<file path="config.mk">
export PLATFORM = sky130hd
export DESIGN_NAME = eep_slave
export DESIGN_NICKNAME = d
export VERILOG_FILES = /design/src/shared/eep_pkg.sv /design/src/design/eep_slave.sv
export SDC_FILE = /design/constraint.sdc
export NUM_CORES = 1
export LEC_CHECK = 0
export BUFFER_PORTS_ARGS = -buffer_cell sky130_fd_sc_hd__buf_2
export CAP_MARGIN = 10
export CORE_ASPECT_RATIO = 0.6
export CORE_MARGIN = 2
export CORE_UTILIZATION = 48
export DETAILED_ROUTE_END_ITERATION = 12
export GPL_TIMING_DRIVEN = 0
export PLACE_DENSITY = 0.71
export REMOVE_ABC_BUFFERS = 1
export SYNTH_ARGS = -nofsm -noshare
export SYNTH_HDL_FRONTEND = slang
export SYNTH_SLANG_ARGS = --single-unit
</file>
<file path="constraint.sdc">
create_clock -name clk -period 3.2 [get_ports clk]
set_clock_uncertainty 0.2 [all_clocks]
set_input_delay 0.8 -clock clk [delete_from_list [all_inputs] [get_ports clk]]
set_output_delay 0.8 -clock clk [all_outputs]
set_load 0.005 [all_outputs]
</file>
<file path="src/shared/eep_pkg.sv">
// Constants and types shared by the serial memory front end.
// Assumes a single 100 MHz clock and a two-wire bus sampled as plain inputs.
package eep_pkg;

  // ==========================================================================
  // Clock and timing
  localparam int CLK_FREQ_KHZ = 100_000;
  localparam int EW_TIME_MS = 7;
  localparam int EW_CYCLES = EW_TIME_MS * CLK_FREQ_KHZ;
  localparam int EW_CNT_W = 20;
  localparam int POR_TIME_US = 10;
  localparam int BUS_MAX_KHZ = 100;

  // ==========================================================================
  // Address byte layout
  // The device type code is arbitrary and neutral.
  localparam logic [3:0] DEV_TYPE_ID = 4'h6;
  localparam int TYPE_LSB = 4;
  localparam int CS_BIT = 3;
  localparam int PAGE_LSB = 1;
  localparam int RW_BIT = 0;
  localparam int UPPER_HALF_BIT = 9;

  // ==========================================================================
  // Widths and counts
  localparam int WORD_W = 10;
  localparam int BYTE_W = 8;
  localparam logic [3:0] BIT_ACK = 4'h8;
  localparam logic [3:0] PAGE_BYTES = 4'h8;
  localparam logic [3:0] PAGE_WRITE_UNITS = 4'h9;
  localparam int FIFO_DEPTH = 16;

  // ==========================================================================
  // Transfer phases, Gray coded along the write path.
  typedef enum logic [2:0] {
    ST_IDLE = 3'h0,
    ST_ADDR = 3'h1,
    ST_WORD = 3'h3,
    ST_WDATA = 3'h2,
    ST_RDATA = 3'h6,
    ST_IGNORE = 3'h7
  } eep_state_t;

endpackage

</file>
<file path="src/design/eep_slave.sv">
// Two-wire slave front end of a 1024-byte memory, with its write FIFO.
// Assumes an open-drain bus resolved outside, a memory that returns read
// data one clock after a read request, and a memory write port with ready.
`timescale 1ns/1ps

// ============================================================================
// Write FIFO
module eep_fifo #(
  parameter int WIDTH = 18,
  parameter int DEPTH = 16
) (
  input wire logic clk,
  input wire logic rst,
  input wire logic inValid,
  output logic inReady,
  input wire logic [WIDTH-1:0] inData,
  output logic outValid,
  input wire logic outReady,
  output logic [WIDTH-1:0] outData
);
  localparam int AW = $clog2(DEPTH);

  if (DEPTH < 2 || (1 << AW) != DEPTH) begin : g_depth_chk
    $error("FIFO depth must be a power of two of at least two.");
  end

  typedef struct packed {
    logic [DEPTH-1:0][WIDTH-1:0] mem;
    logic [AW:0] wr;
    logic [AW:0] rd;
  } eep_fifo_regs_t;

  eep_fifo_regs_t q;
  eep_fifo_regs_t r;

  assign inReady = !((q.wr[AW] != q.rd[AW]) && (q.wr[AW-1:0] == q.rd[AW-1:0]));
  assign outValid = (q.wr != q.rd);
  assign outData = q.mem[q.rd[AW-1:0]];

  always_comb begin
    r = q;
    if (inValid && inReady) begin
      r.mem[q.wr[AW-1:0]] = inData;
      r.wr = q.wr + (AW+1)'(1);
    end
    if (outValid && outReady) begin
      r.rd = q.rd + (AW+1)'(1);
    end
  end

  always_ff @(posedge clk) begin
    if (rst) begin
      q <= '0;
    end else begin
      q <= r;
    end
  end
endmodule // eep_fifo

module eep_slave #(
  parameter int EW_CYCLES = eep_pkg::EW_CYCLES,
  parameter int FIFO_DEPTH = eep_pkg::FIFO_DEPTH
) (
  input wire logic clk,
  input wire logic rst,
  input wire logic scl,
  input wire logic sdaIn,
  output logic sdaOut,
  output logic sdaOeN,
  input wire logic chipSelectAddressPin,
  input wire logic writeProtect,
  output logic rdReq,
  output logic [eep_pkg::WORD_W-1:0] rdAddr,
  input wire logic [eep_pkg::BYTE_W-1:0] rdData,
  output logic memWrValid,
  input wire logic memWrReady,
  output logic [eep_pkg::WORD_W-1:0] memWrAddr,
  output logic [eep_pkg::BYTE_W-1:0] memWrData,
  output logic eraseWriteBusy
);
  localparam int FW = eep_pkg::WORD_W + eep_pkg::BYTE_W;

  if (EW_CYCLES < 1 || EW_CYCLES >= (1 << eep_pkg::EW_CNT_W)) begin : g_ew_chk
    $error("Write cycle count does not fit the timer.");
  end

  typedef logic [eep_pkg::EW_CNT_W-1:0] eep_ewcnt_t;

  typedef struct packed {
    logic [2:0] sclS;
    logic [2:0] sdaS;
    logic [1:0] csS;
    logic [1:0] wpS;
    eep_pkg::eep_state_t st;
    logic [3:0] bitCnt;
    logic ackSlot;
    logic [7:0] rxShift;
    logic [7:0] txShift;
    logic sdaOeN;
    logic [9:0] wordAddr;
    logic [9:0] startAddr;
    logic [3:0] wrCount;
    logic discard;
    logic [7:0][7:0] pageBuf;
    logic rdReq;
    logic rdLoad;
    logic busy;
    logic [3:0] ewUnits;
    logic [3:0] pushIdx;
    eep_ewcnt_t ewTimer;
  } eep_regs_t;

  eep_regs_t q;
  eep_regs_t r;

  // ==========================================================================
  // Bus condition detection
  // Stage [0] of each synchroniser feeds only stage [1]; [2] holds the last
  // synchronised level for edge finding. At 100 MHz even a 100 kHz bus gives
  // hundreds of samples per clock phase, so no glitch filter is needed.
  logic sclRise;
  logic sclFall;
  logic sclHigh;
  logic sdaBit;
  logic startDet;
  logic stopDet;
  logic byteEnd;
  logic addrHit;
  logic wpHit;
  logic pushValid;
  logic pushReady;
  logic [2:0] pushLow;
  logic [FW-1:0] pushData;

  assign sclRise = q.sclS[1] && !q.sclS[2];
  assign sclFall = !q.sclS[1] && q.sclS[2];
  assign sclHigh = q.sclS[1] && q.sclS[2];
  assign sdaBit = q.sdaS[1];
  assign startDet = sclHigh && !q.sdaS[1] && q.sdaS[2];
  assign stopDet = sclHigh && q.sdaS[1] && !q.sdaS[2];
  assign byteEnd = sclFall && !q.ackSlot && (q.bitCnt == eep_pkg::BIT_ACK);
  assign addrHit = !q.busy
    && (q.rxShift[eep_pkg::TYPE_LSB+:4] == eep_pkg::DEV_TYPE_ID)
    && (q.rxShift[eep_pkg::CS_BIT] == q.csS[1]);
  assign wpHit = q.wpS[1] && q.wordAddr[eep_pkg::UPPER_HALF_BIT];

  // ==========================================================================
  // Commit of the page buffer into the FIFO
  assign pushValid = q.busy && (q.pushIdx != q.wrCount);
  assign pushLow = q.startAddr[2:0] + q.pushIdx[2:0];
  assign pushData = {q.startAddr[9:3], pushLow, q.pageBuf[q.pushIdx[2:0]]};

  logic [FW-1:0] fifoOut;

  eep_fifo #(
    .WIDTH(FW),
    .DEPTH(FIFO_DEPTH)
  ) u_fifo (
    .clk(clk),
    .rst(rst),
    .inValid(pushValid),
    .inReady(pushReady),
    .inData(pushData),
    .outValid(memWrValid),
    .outReady(memWrReady),
    .outData(fifoOut)
  );

  assign memWrAddr = fifoOut[FW-1:eep_pkg::BYTE_W];
  assign memWrData = fifoOut[eep_pkg::BYTE_W-1:0];
  assign sdaOut = 1'b0;
  assign sdaOeN = q.sdaOeN;
  assign rdReq = q.rdReq;
  assign rdAddr = q.wordAddr;
  assign eraseWriteBusy = q.busy;

  // ==========================================================================
  // Next-state logic
  always_comb begin
    r = q;
    r.sclS = {q.sclS[1:0], scl};
    r.sdaS = {q.sdaS[1:0], sdaIn};
    r.csS = {q.csS[0], chipSelectAddressPin};
    r.wpS = {q.wpS[0], writeProtect};
    r.rdReq = 1'b0;
    r.rdLoad = q.rdReq;
    if (q.rdLoad) begin
      r.txShift = rdData;
    end
    // The cycle also waits until every page byte has been pushed into the FIFO,
    // so a full FIFO lengthens it instead of losing bytes.
    if (q.busy) begin
      if (pushValid && pushReady) begin
        r.pushIdx = q.pushIdx + 4'h1;
      end
      if (q.ewTimer != '0) begin
        r.ewTimer = q.ewTimer - eep_ewcnt_t'(1);
      end else if (q.ewUnits != 4'h0) begin
        r.ewUnits = q.ewUnits - 4'h1;
        r.ewTimer = eep_ewcnt_t'(EW_CYCLES - 1);
      end else if (q.pushIdx == q.wrCount) begin
        r.busy = 1'b0;
      end
    end
    if (startDet) begin
      // A repeated start drops any unfinished write, as a random read needs.
      r.st = eep_pkg::ST_ADDR;
      r.bitCnt = 4'h0;
      r.ackSlot = 1'b0;
      r.sdaOeN = 1'b1;
    end else if (stopDet) begin
      if (q.st == eep_pkg::ST_WDATA && q.wrCount != 4'h0 && !q.discard && !q.busy) begin
        r.busy = 1'b1;
        r.pushIdx = 4'h0;
        r.ewTimer = eep_ewcnt_t'(EW_CYCLES - 1);
        if (q.wrCount == eep_pkg::PAGE_BYTES) begin
          r.ewUnits = eep_pkg::PAGE_WRITE_UNITS - 4'h1;
        end else begin
          r.ewUnits = q.wrCount - 4'h1;
        end
      end
      r.st = eep_pkg::ST_IDLE;
      r.sdaOeN = 1'b1;
      r.ackSlot = 1'b0;
      r.bitCnt = 4'h0;
    end else if (q.st != eep_pkg::ST_IDLE) begin
      if (sclRise) begin
        if (q.ackSlot) begin
          // The address acknowledge slot is ours and still driven low; only a
          // released slot belongs to the master and may advance the address.
          if (q.st == eep_pkg::ST_RDATA && q.sdaOeN) begin
            r.wordAddr[7:0] = q.wordAddr[7:0] + 8'h01;
            if (sdaBit) begin
              r.st = eep_pkg::ST_IGNORE;
            end else begin
              r.rdReq = 1'b1;
            end
          end
        end else if (q.bitCnt != eep_pkg::BIT_ACK) begin
          r.rxShift = {q.rxShift[6:0], sdaBit};
          r.bitCnt = q.bitCnt + 4'h1;
        end
      end else if (sclFall) begin
        if (q.ackSlot) begin
          r.ackSlot = 1'b0;
          r.bitCnt = 4'h0;
          r.sdaOeN = 1'b1;
          if (q.st == eep_pkg::ST_RDATA) begin
            r.sdaOeN = q.txShift[7];
            r.txShift = {q.txShift[6:0], 1'b0};
          end
        end else if (byteEnd) begin
          r.ackSlot = 1'b1;
          case (q.st)
            eep_pkg::ST_ADDR: begin
              if (addrHit) begin
                r.sdaOeN = 1'b0;
                r.wordAddr[9:8] = q.rxShift[eep_pkg::PAGE_LSB+:2];
                if (q.rxShift[eep_pkg::RW_BIT]) begin
                  r.st = eep_pkg::ST_RDATA;
                  r.rdReq = 1'b1;
                end else begin
                  r.st = eep_pkg::ST_WORD;
                end
              end else begin
                r.st = eep_pkg::ST_IGNORE;
              end
            end
            eep_pkg::ST_WORD: begin
              r.sdaOeN = 1'b0;
              r.wordAddr[7:0] = q.rxShift;
              r.startAddr = {q.wordAddr[9:8], q.rxShift};
              r.wrCount = 4'h0;
              r.discard = 1'b0;
              r.st = eep_pkg::ST_WDATA;
            end
            eep_pkg::ST_WDATA: begin
              if (wpHit || q.wrCount == eep_pkg::PAGE_BYTES) begin
                r.discard = 1'b1;
              end else begin
                r.pageBuf[q.wrCount[2:0]] = q.rxShift;
                r.wrCount = q.wrCount + 4'h1;
                r.wordAddr[2:0] = q.wordAddr[2:0] + 3'h1;
                r.sdaOeN = 1'b0;
              end
            end
            default: begin
              r.sdaOeN = 1'b1;
            end
          endcase
        end else if (q.st == eep_pkg::ST_RDATA && q.bitCnt != 4'h0) begin
          r.sdaOeN = q.txShift[7];
          r.txShift = {q.txShift[6:0], 1'b0};
        end
      end
    end
  end

  // Reset takes one clock, far inside the power-on allowance; the scl and sda
  // synchronisers start at the idle bus level so no false edge follows release.
  always_ff @(posedge clk) begin
    if (rst) begin
      q <= '0;
      q.sclS <= 3'h7;
      q.sdaS <= 3'h7;
      q.sdaOeN <= 1'b1;
    end else begin
      q <= r;
    end
  end
endmodule // eep_slave

</file>
Yosys cells after proc, flatten, opt, wreduce, memory -nomap -nowiden

Cells that the tools add are included.

Register bits after elaboration: 453
Bits in latches: 0
Bits in writable memories: 0
Bits in read-only memories: 0
Input port bits: 15
Output and inout bits: 33
Logic and storage cells: 245
Memories: 0

Add/subtract/negate cells: 11
Multiply operators: 0
Div/mod/pow operators: 0
Order comparisons: 6
Equal/unequal tests: 35
Shifts and indexed selects: 0
Mux-type cells: 80
Bitwise operators: 6
Reductions and logical operators: 58

Operator list:

| cell                  | number |
|---|---|
| $bwmux 288            | 1 |
| $mux 90               | 2 |
| $mux 64               | 2 |
| $mux 29               | 4 |
| $mux 113              | 1 |
| $mux 8                | 13 |
| $mux 99               | 1 |
| $mux 79               | 1 |
| $bmux 18 s4           | 1 |
| $demux 18 s4          | 1 |
| $bwmux 64             | 1 |
| $reduce_and 9->1      | 5 |
| $mux 20               | 2 |
| $mux 18               | 2 |
| $mux 4                | 7 |
| $mux 3                | 9 |
| $mux 9                | 3 |
| $bmux 8 s3            | 1 |
| $demux 8 s3           | 1 |
| $reduce_and 8->1      | 3 |
| $logic_and 1x1->1     | 23 |
| $reduce_bool 20->1    | 1 |
| $sub 20x1->20 const B | 1 |
| $ne 4x2->1 const B    | 4 |
| 49 further kinds      | 106 |

Longest topological paths before layout

Gate-level depths: netlist of run 1.

Depth in word-level cells: 14
Depth in mapped cells: 10
Mapped depth without buffers: 7

Hierarchy

From an unflattened synthesis of run 1, not the netlist that was laid out.

Cell total of the unflattened synthesis: 2080
Area, all modules: 21231.6 um^2

By module, submodules not included:

| module    | instances | cells an instance | area an instance (um^2) | seq. area each (um^2) |
|---|---|---|---|---|
| eep_fifo  | 1         | 1250              | 13384.1                 | 5965.7 |
| eep_slave | 1         | 830               | 7847.5                  | 3103.0 |

Worst setup path after synthesis of run 1

Ideal clock, no wire load.

Kind: flip-flop to output port
Start: register u_fifo.q[0] (netlist bit)
End: output memWrData[0] (netlist bit)
Arrival time: 2.070 ns
Slack: 0.130 ns
Stages on the path, launching flop included: 5
Buffers on the path: 2
Cells stage by stage: dfxtp_1 buf_1 buf_2 mux4_2 mux4_2

Cells in the longest elaborated chain, start to end: 2

Ends and longest elaborated chain:

| what                          | RTL line        | text |
|---|---|---|
| from (decl)                   | eep_slave.sv:33 | `eep_fifo_regs_t q;` |
| from (signal assigned)        | eep_slave.sv:55 | `q <= r;` |
| $bmux 18 s4                   | eep_slave.sv:38 | `assign outData = q.mem[q.rd[AW-1:0]];` |
| $mux 18 (not written as such) | eep_slave.sv:38 |  |
| to (decl)                     | eep_slave.sv:78 | `output logic [eep_pkg::BYTE_W-1:0] memWrData,` |

No other way between the ends. The select of a mux whose other input is x is not followed.

Worst setup path after layout of run 1

Start: register u_fifo.q[0] (netlist bit)
End: output memWrAddr[3] (netlist bit)

Cells in the longest elaborated chain, start to end: 2

Ends and longest elaborated chain:

| what                          | RTL line        | text |
|---|---|---|
| $bmux 18 s4                   | eep_slave.sv:38 |  |
| $mux 18 (not written as such) | eep_slave.sv:38 |  |
| to (decl)                     | eep_slave.sv:77 | `output logic [eep_pkg::WORD_W-1:0] memWrAddr,` |

No other way between the ends. The select of a mux whose other input is x is not followed.

==> results of run 1 <==
[layout by cell type, fill, tap and decap left out, types with 9 or more instances in the layout]
master | netlist | layout
a211oi_1 | 14 | 14
a21oi_1 | 53 | 52
a31oi_1 | 9 | 9
buf_16 | 0 | 12
buf_2 | 25 | 45
buf_4 | 27 | 46
buf_6 | 15 | 14
clkbuf_16 | 0 | 44
clkbuf_8 | 0 | 13
dfxtp_1 | 453 | 445
ha_1 | 17 | 16
inv_1 | 32 | 32
mux2_2 | 10 | 10
mux2i_1 | 251 | 251
mux4_2 | 106 | 106
nand2_1 | 102 | 102
nand3_1 | 124 | 124
nand4_1 | 16 | 16
nor2_1 | 257 | 256
nor2b_1 | 14 | 14
nor3_1 | 35 | 35
nor3b_1 | 12 | 12
nor4_1 | 9 | 9
o211ai_1 | 15 | 15
o21ai_0 | 132 | 132
or2_2 | 16 | 16
xnor2_1 | 24 | 23
xor2_1 | 15 | 15
[flip-flops by register name, indices dropped and copies added (netlist names)]
name	flops
rdAddr	10
sdaOeN	1
q	135
eraseWriteBusy	1
u_fifo.q	298
pushData	7
rdReq	1
[final timing paths]
kind / startpoint / end / slack, ns / cells past startpoint
setup reg to reg: q[21] / u_fifo.q[133] / 0.19 / 8
hold / removal: q[152] / q[153] / 0.21 / 1
setup / recovery: u_fifo.q[0] / memWrAddr[3] / -0.28 / 4
hold reg to reg: q[152] / q[153] / 0.21 / 1
[power groups by stage]
| stage | combinational (mW) | sequential [mW] | clock [mW] |
|---|---|---|---|
| 2_1_floorplan | 0.0580 | 5.77 | 0 |
| 3_3_place_gp | 0.139 | 5.77 | 0 |
| 3_5_place_dp | 0.150 | 5.77 | 0 |
| 4_1_cts | 0.151 | 5.64 | 5.52 |
| 5_1_grt | 0.167 | 5.64 | 5.78 |
| 6_report | 0.153 | 5.64 | 5.43 |
[worst max-delay path, stage by stage (launching register included)]
cell and delay, ns:
dfxtp_4 0.44, buf_16 0.22, mux4_2 0.56, mux4_2 0.51, buf_2 0.15
[kinds of logic after synthesis]
| logic type | count (synthesis) | synth area share, % |
|---|---|---|
| and+or+nand+nor | 641 | 14.9 |
| DFF | 453 | 43.7 |
| muxes | 367 | 24.2 |
| AOI/OAI and AO/OA | 285 | 8.57 |
| buffers and inverters | 229 | 5.80 |
| xor gates and xnor gates | 39 | 1.65 |
| adders and majority gates | 18 | 1.12 |
| other | 1 | 0.0181 |
[routing by layer]
layer / vias up / routed length [um]
met2: 531 / 23800
met5: - / 0
met3: 84 / 4040
li1: 7245 / -
met4: 0 / 937
met1: 7742 / 24300
[repair_timing]
action | 4_1_cts | 5_1_grt
setup endpoints to repair | 298 | 41
gates resized for setup | 15 | 6
cloned | 5 | 1
pin swaps | 11 | 2
setup buffers | 28 | 5
[cell type report]
| type | instances | share of cell area, % |
|---|---|---|
| multi-input cells | 1351 | 45.2 |
| flip-flops and latches | 453 | 39.0 |
| repair buffers | 129 | 5.66 |
| clock buffers | 60 | 5.45 |
| well taps | 570 | 3.06 |
| clock inverters | 17 | 1.03 |
| inverters | 33 | 0.553 |
[per-stage QoR]
stage,instance area [um^2],setup WS (ns),hold slack [ns],power [mW],std cells
floorplan,19700,-2.73,0.189,5.83,1837
global placement,20600,-9.34,0.195,5.91,2453
detailed placement,21200,-0.991,0.196,5.92,2497
CTS,23200,-0.300,0.212,11.3,2607
global route,23300,-0.326,0.218,11.6,2613
finish,23300,-0.279,0.209,11.2,2613
==> run summary, run 1 <==
Achievable frequency - 287 MHz
Area of the multi-input gates - 0.0105 mm^2
Cell area after technology mapping - 0.0207 mm^2
Wire length per cell after detailed routing - 20.3 um
Final Hold Vio Count - 0
Post-synth EDFFs - 0
Post-layout utilization of the core - 55.1%
Clock network latency to the later pin of the worst-skew pair - 0.56 ns
HPWL Detailed - 32800 um
Max-slew violation total from the final report - 0
Crit share post-route - 109%
Post-synthesis register bit count - 453
Synth top cells by count - 453 x dfxtp_1, 257 x nor2_1, 251 x mux2i_1
Fin worst setup slack - -0.279 ns
Worst Setup End Kind - output port
Net Sw Power - 2.38 mW
Status - complete, but fails checks
Core area - 0.0422 mm^2
Die Span X - 272 um
Post-DRT Antenna Nets - 0
Number of antenna violations at the first check in global routing - 0
Fraction of the yosys area taken by sequential cells - 43.7%
Setup CP Type - register to output port
Port Buffers - 46
Synth top area cells - dfxtp_1 44%, mux2i_1 12%, mux4_2 12%
Violations in the final reports - setup timing
Clock transition at the registers of the reported paths - 0.06 ns
Clock share of power - 48.4%
Largest net degree at the start of global routing - 163
Setup repair after global routing missed its margin - true
Global Route met3 Usage - 5.21%
Pwr/cell area - 482 mW/mm^2
Share of layout cells above drive strength 1 - 18.6%
Leakage Power - 9.08 nW
Drt drc - 0
Setup Total Neg Slack - -4.66 ns
Fraction of power spent switching nets - 21.2%
Peak ir drop on the vdd network - 0.000310 V
Number of vias after detailed routing - 15600
Number of iterations in the first detailed-routing pass - 6
Crit path required time - 2.20 ns
Synthesized area divided by synthesized cell count - 10.2 um^2
Antenna diode instance count - 0
DRT iter0 DRCs - 1585
Kind of start point of the critical path - register
Layout overhead on the synthesized area - 12.3%
Most used routing layer - met2
Vias in the first global route - 15000
Number of CTS-inserted buffers - 42
Clock tree root buffer cell - clkbuf_16
Final Critical Period - 3.48 ns
Placer congestion estimate - 0.896
Relative contribution of sequential cells to total power - 50.3%
Maximum clock insertion buffer count - 3
Comb power frac - 1.4%
Die footprint - 0.0449 mm^2
# rows - 58
Number of levels the H-tree was split into - 2
Cell accounting for the most synthesized area - dfxtp_1
Crit-path max FO - 21
Most repeated cell in the gate-level netlist after synthesis - dfxtp_1
TritonCTS clock tree - yes
HP Class - register to register
Number of standard cells after synthesis - 2033
Post-Route WL - 53200 um
Layout filler cell count - 3550
Async S/R FF share, synth - 0%
Number of max-cap violations - 0
Vertical die dimension - 165 um
Global routing met1 resource utilization - 33.2%
Combined flip-flop and latch cell area - 0.00909 mm^2
Worst relative slew slack - 26.9%
Setup violators final - 18
Flip-flop cell with the highest count after synthesis - dfxtp_1
Power Internal - 8.85 mW
Synth cell types - 74
Global-route wire length before repair - 84400 um
Combined global-route utilization of all metal layers - 23.6%
Ports - 48
Number of clock sinks seen by CTS - 453
Per-cell via count in the routed design - 5.97
Global routing usage on met2 - 36.8%
Global route total overflow - 0
# hold bufs at CTS - 0
Net count of the finished layout - 2043
Initial cell density of the core - 49.1%
Worst Tran Pin Value - 1.09 ns
Area share of the leading cell type in the synthesized netlist - 43.7%
Synthesis Warnings - 0
Worst path arrival time - 2.48 ns
Power figures use the tool's default switching activity.
==> run 2: changes to the inputs <==
--- a/config.mk
+++ b/config.mk
@@ -17,3 +17,4 @@
 export SYNTH_ARGS = -nofsm -noshare
 export SYNTH_HDL_FRONTEND = slang
 export SYNTH_SLANG_ARGS = --single-unit
+export TNS_END_PERCENT = 50
==> run summary, run 2 (synthesis gave the netlist of run 1 again) <==
Status - complete, but fails checks
Violations in the final reports - setup timing
Combined global-route utilization of all metal layers - 23.6%
Peak ir drop on the vdd network - 0.000310 V
Setup violators final - 18
# hold bufs at CTS - 0
Number of max-cap violations - 0
Commonest non-fill, non-tap cells in the layout - 445 x dfxtp_1, 256 x nor2_1, 251 x mux2i_1
Worst path buffer plus inverter count - 3
# rows - 58
Register ranked first by flip-flop count - u_fifo.q
Clock share of power - 48.4%
Final hold slack - 0.208 ns
Relative contribution of sequential cells to total power - 50.3%
Global-route wire length before repair - 84300 um
Die footprint - 0.0449 mm^2
Antenna diode instance count - 0
HP Class - register to register
Vertical die dimension - 165 um
Global route total overflow - 0
Maximum clock insertion buffer count - 3
Net Sw Power - 2.37 mW
Detailed route wirelength on metal3 - 4200 um
DRT iter0 DRCs - 1486
Clock transition at the registers of the reported paths - 0.06 ns
Number of iterations in the first detailed-routing pass - 5
Post-DRT Antenna Nets - 0
Initial cell density of the core - 49.1%
Core area - 0.0422 mm^2
Max-slew violation total from the final report - 0
Worst path arrival time - 2.47 ns
Comb power frac - 1.4%
Kind of start point of the critical path - register
Setup repair after global routing missed its margin - true
Wire length per cell after detailed routing - 20.4 um
Length of routed wiring on met1 - 24400 um
Most common cell on crit path - mux4_2
Clock tree root buffer cell - clkbuf_16
Crit share post-route - 108%
Worst Setup End Kind - output port
Post-Route WL - 53300 um
TritonCTS clock tree - yes
HPWL Detailed - 32800 um
Final Hold Vio Count - 0
Crit-path max FO - 5
Vias in the first global route - 15000
Drt drc - 0
Post-Place Cell Area - 0.0212 mm^2
Power Internal - 8.85 mW
CP peak stage delay - 0.49 ns
Most common library cell in the layout ignoring fill and taps - dfxtp_1
Worst relative slew slack - 26.3%
Number of vias after detailed routing - 15600
Slowest cell on the critical path - mux4_2
Leakage Power - 9.08 nW
Highest routed layer - met4
Fraction of power spent switching nets - 21.2%
Worst Tran Pin Value - 1.10 ns
Setup CP Type - register to output port
Port Buffers - 46
Die Span X - 272 um
Layout overhead on the synthesized area - 12.3%
Number of CTS-inserted buffers - 42
Met2 layer wire length in the routed design - 23700 um
Share of layout cells above drive strength 1 - 18.7%
Final Critical Period - 3.47 ns
Net count of the finished layout - 2042
Number of clock sinks seen by CTS - 453
Number of levels the H-tree was split into - 2
Clock network latency to the later pin of the worst-skew pair - 0.56 ns
Largest net degree at the start of global routing - 163
Achievable frequency - 288 MHz
Per-cell via count in the routed design - 5.98
Crit path required time - 2.20 ns
Max FFs per register - 298
Pwr/cell area - 482 mW/mm^2
Number of antenna violations at the first check in global routing - 0
Crit path max-delay family - multiplexers
Area of all placed cells without fillers - 0.0233 mm^2
Register-to-register setup slack - 0.18 ns
Critical path cell sequence - buf_12 > clkbuf_16 > mux4_2 > mux4_2 > buf_2
Total power of the final layout - 11.2 mW
Placer congestion estimate - 0.896
Ports - 48
Fin worst setup slack - -0.272 ns
==> run 2: changes by cell type in the layout (fill, tap and decap cells not counted) <==
cell / delta
buf_4: -1
and4_1: -1
and4_2: +1
==> run 2: final timing paths <==
path          startpoint            end  depth (start not counted)
min reg2reg       q[152]         q[153]                          1
min               q[152]         q[153]                          1
max reg2reg        q[21]  u_fifo.q[133]                          8
max          u_fifo.q[0]   memWrAddr[4]                          5
==> run 2: layout make-up <==
type	instances	area, um^2
repair buffers	128	1310
clock inverters	17	240
multi-input cells	1351	10500
flip-flops and latches	453	9090
well taps	570	713
fillers	3554	19000
clock buffers	60	1270
inverters	33	129
==> run 2: power groups by stage <==
stage               Combinational, mW  Sequential [mW]  Clock [mW]
finish                          0.152             5.64        5.43
global route                    0.167             5.64        5.78
CTS                             0.151             5.64        5.52
detailed placement              0.150             5.77           0
global placement                0.139             5.77           0
floorplan                      0.0580             5.77           0
==> run 2: timing repair <==
action | 4_1_cts | 5_1_grt
buffers inserted | 28 | 4
endpoints found under the setup margin | 298 | 89
cloned | 5 | 1
pin swaps | 11 | 2
gates resized for setup | 13 | 9
==> run 2: through the flow <==
stage                     TNS (ns)  util (%)  setup WS, ns  std cells
after global routing         -5.53      55.1        -0.326       2612
after global placement    -2662.06      48.8         -9.34       2453
after CTS                    -5.17      54.8        -0.300       2607
final                        -4.59      55.1        -0.272       2612
after detailed placement   -104.84      50.3        -0.991       2497
after floorplan            -777.98         -         -2.73       1837
==> run 2: routing by layer <==
layer,global-route usage (%),vias to the layer above
met1,33.2,7715
li1,-,7239
met5,0,-
met3,5.21,98
met2,36.8,557
met4,5.94,0
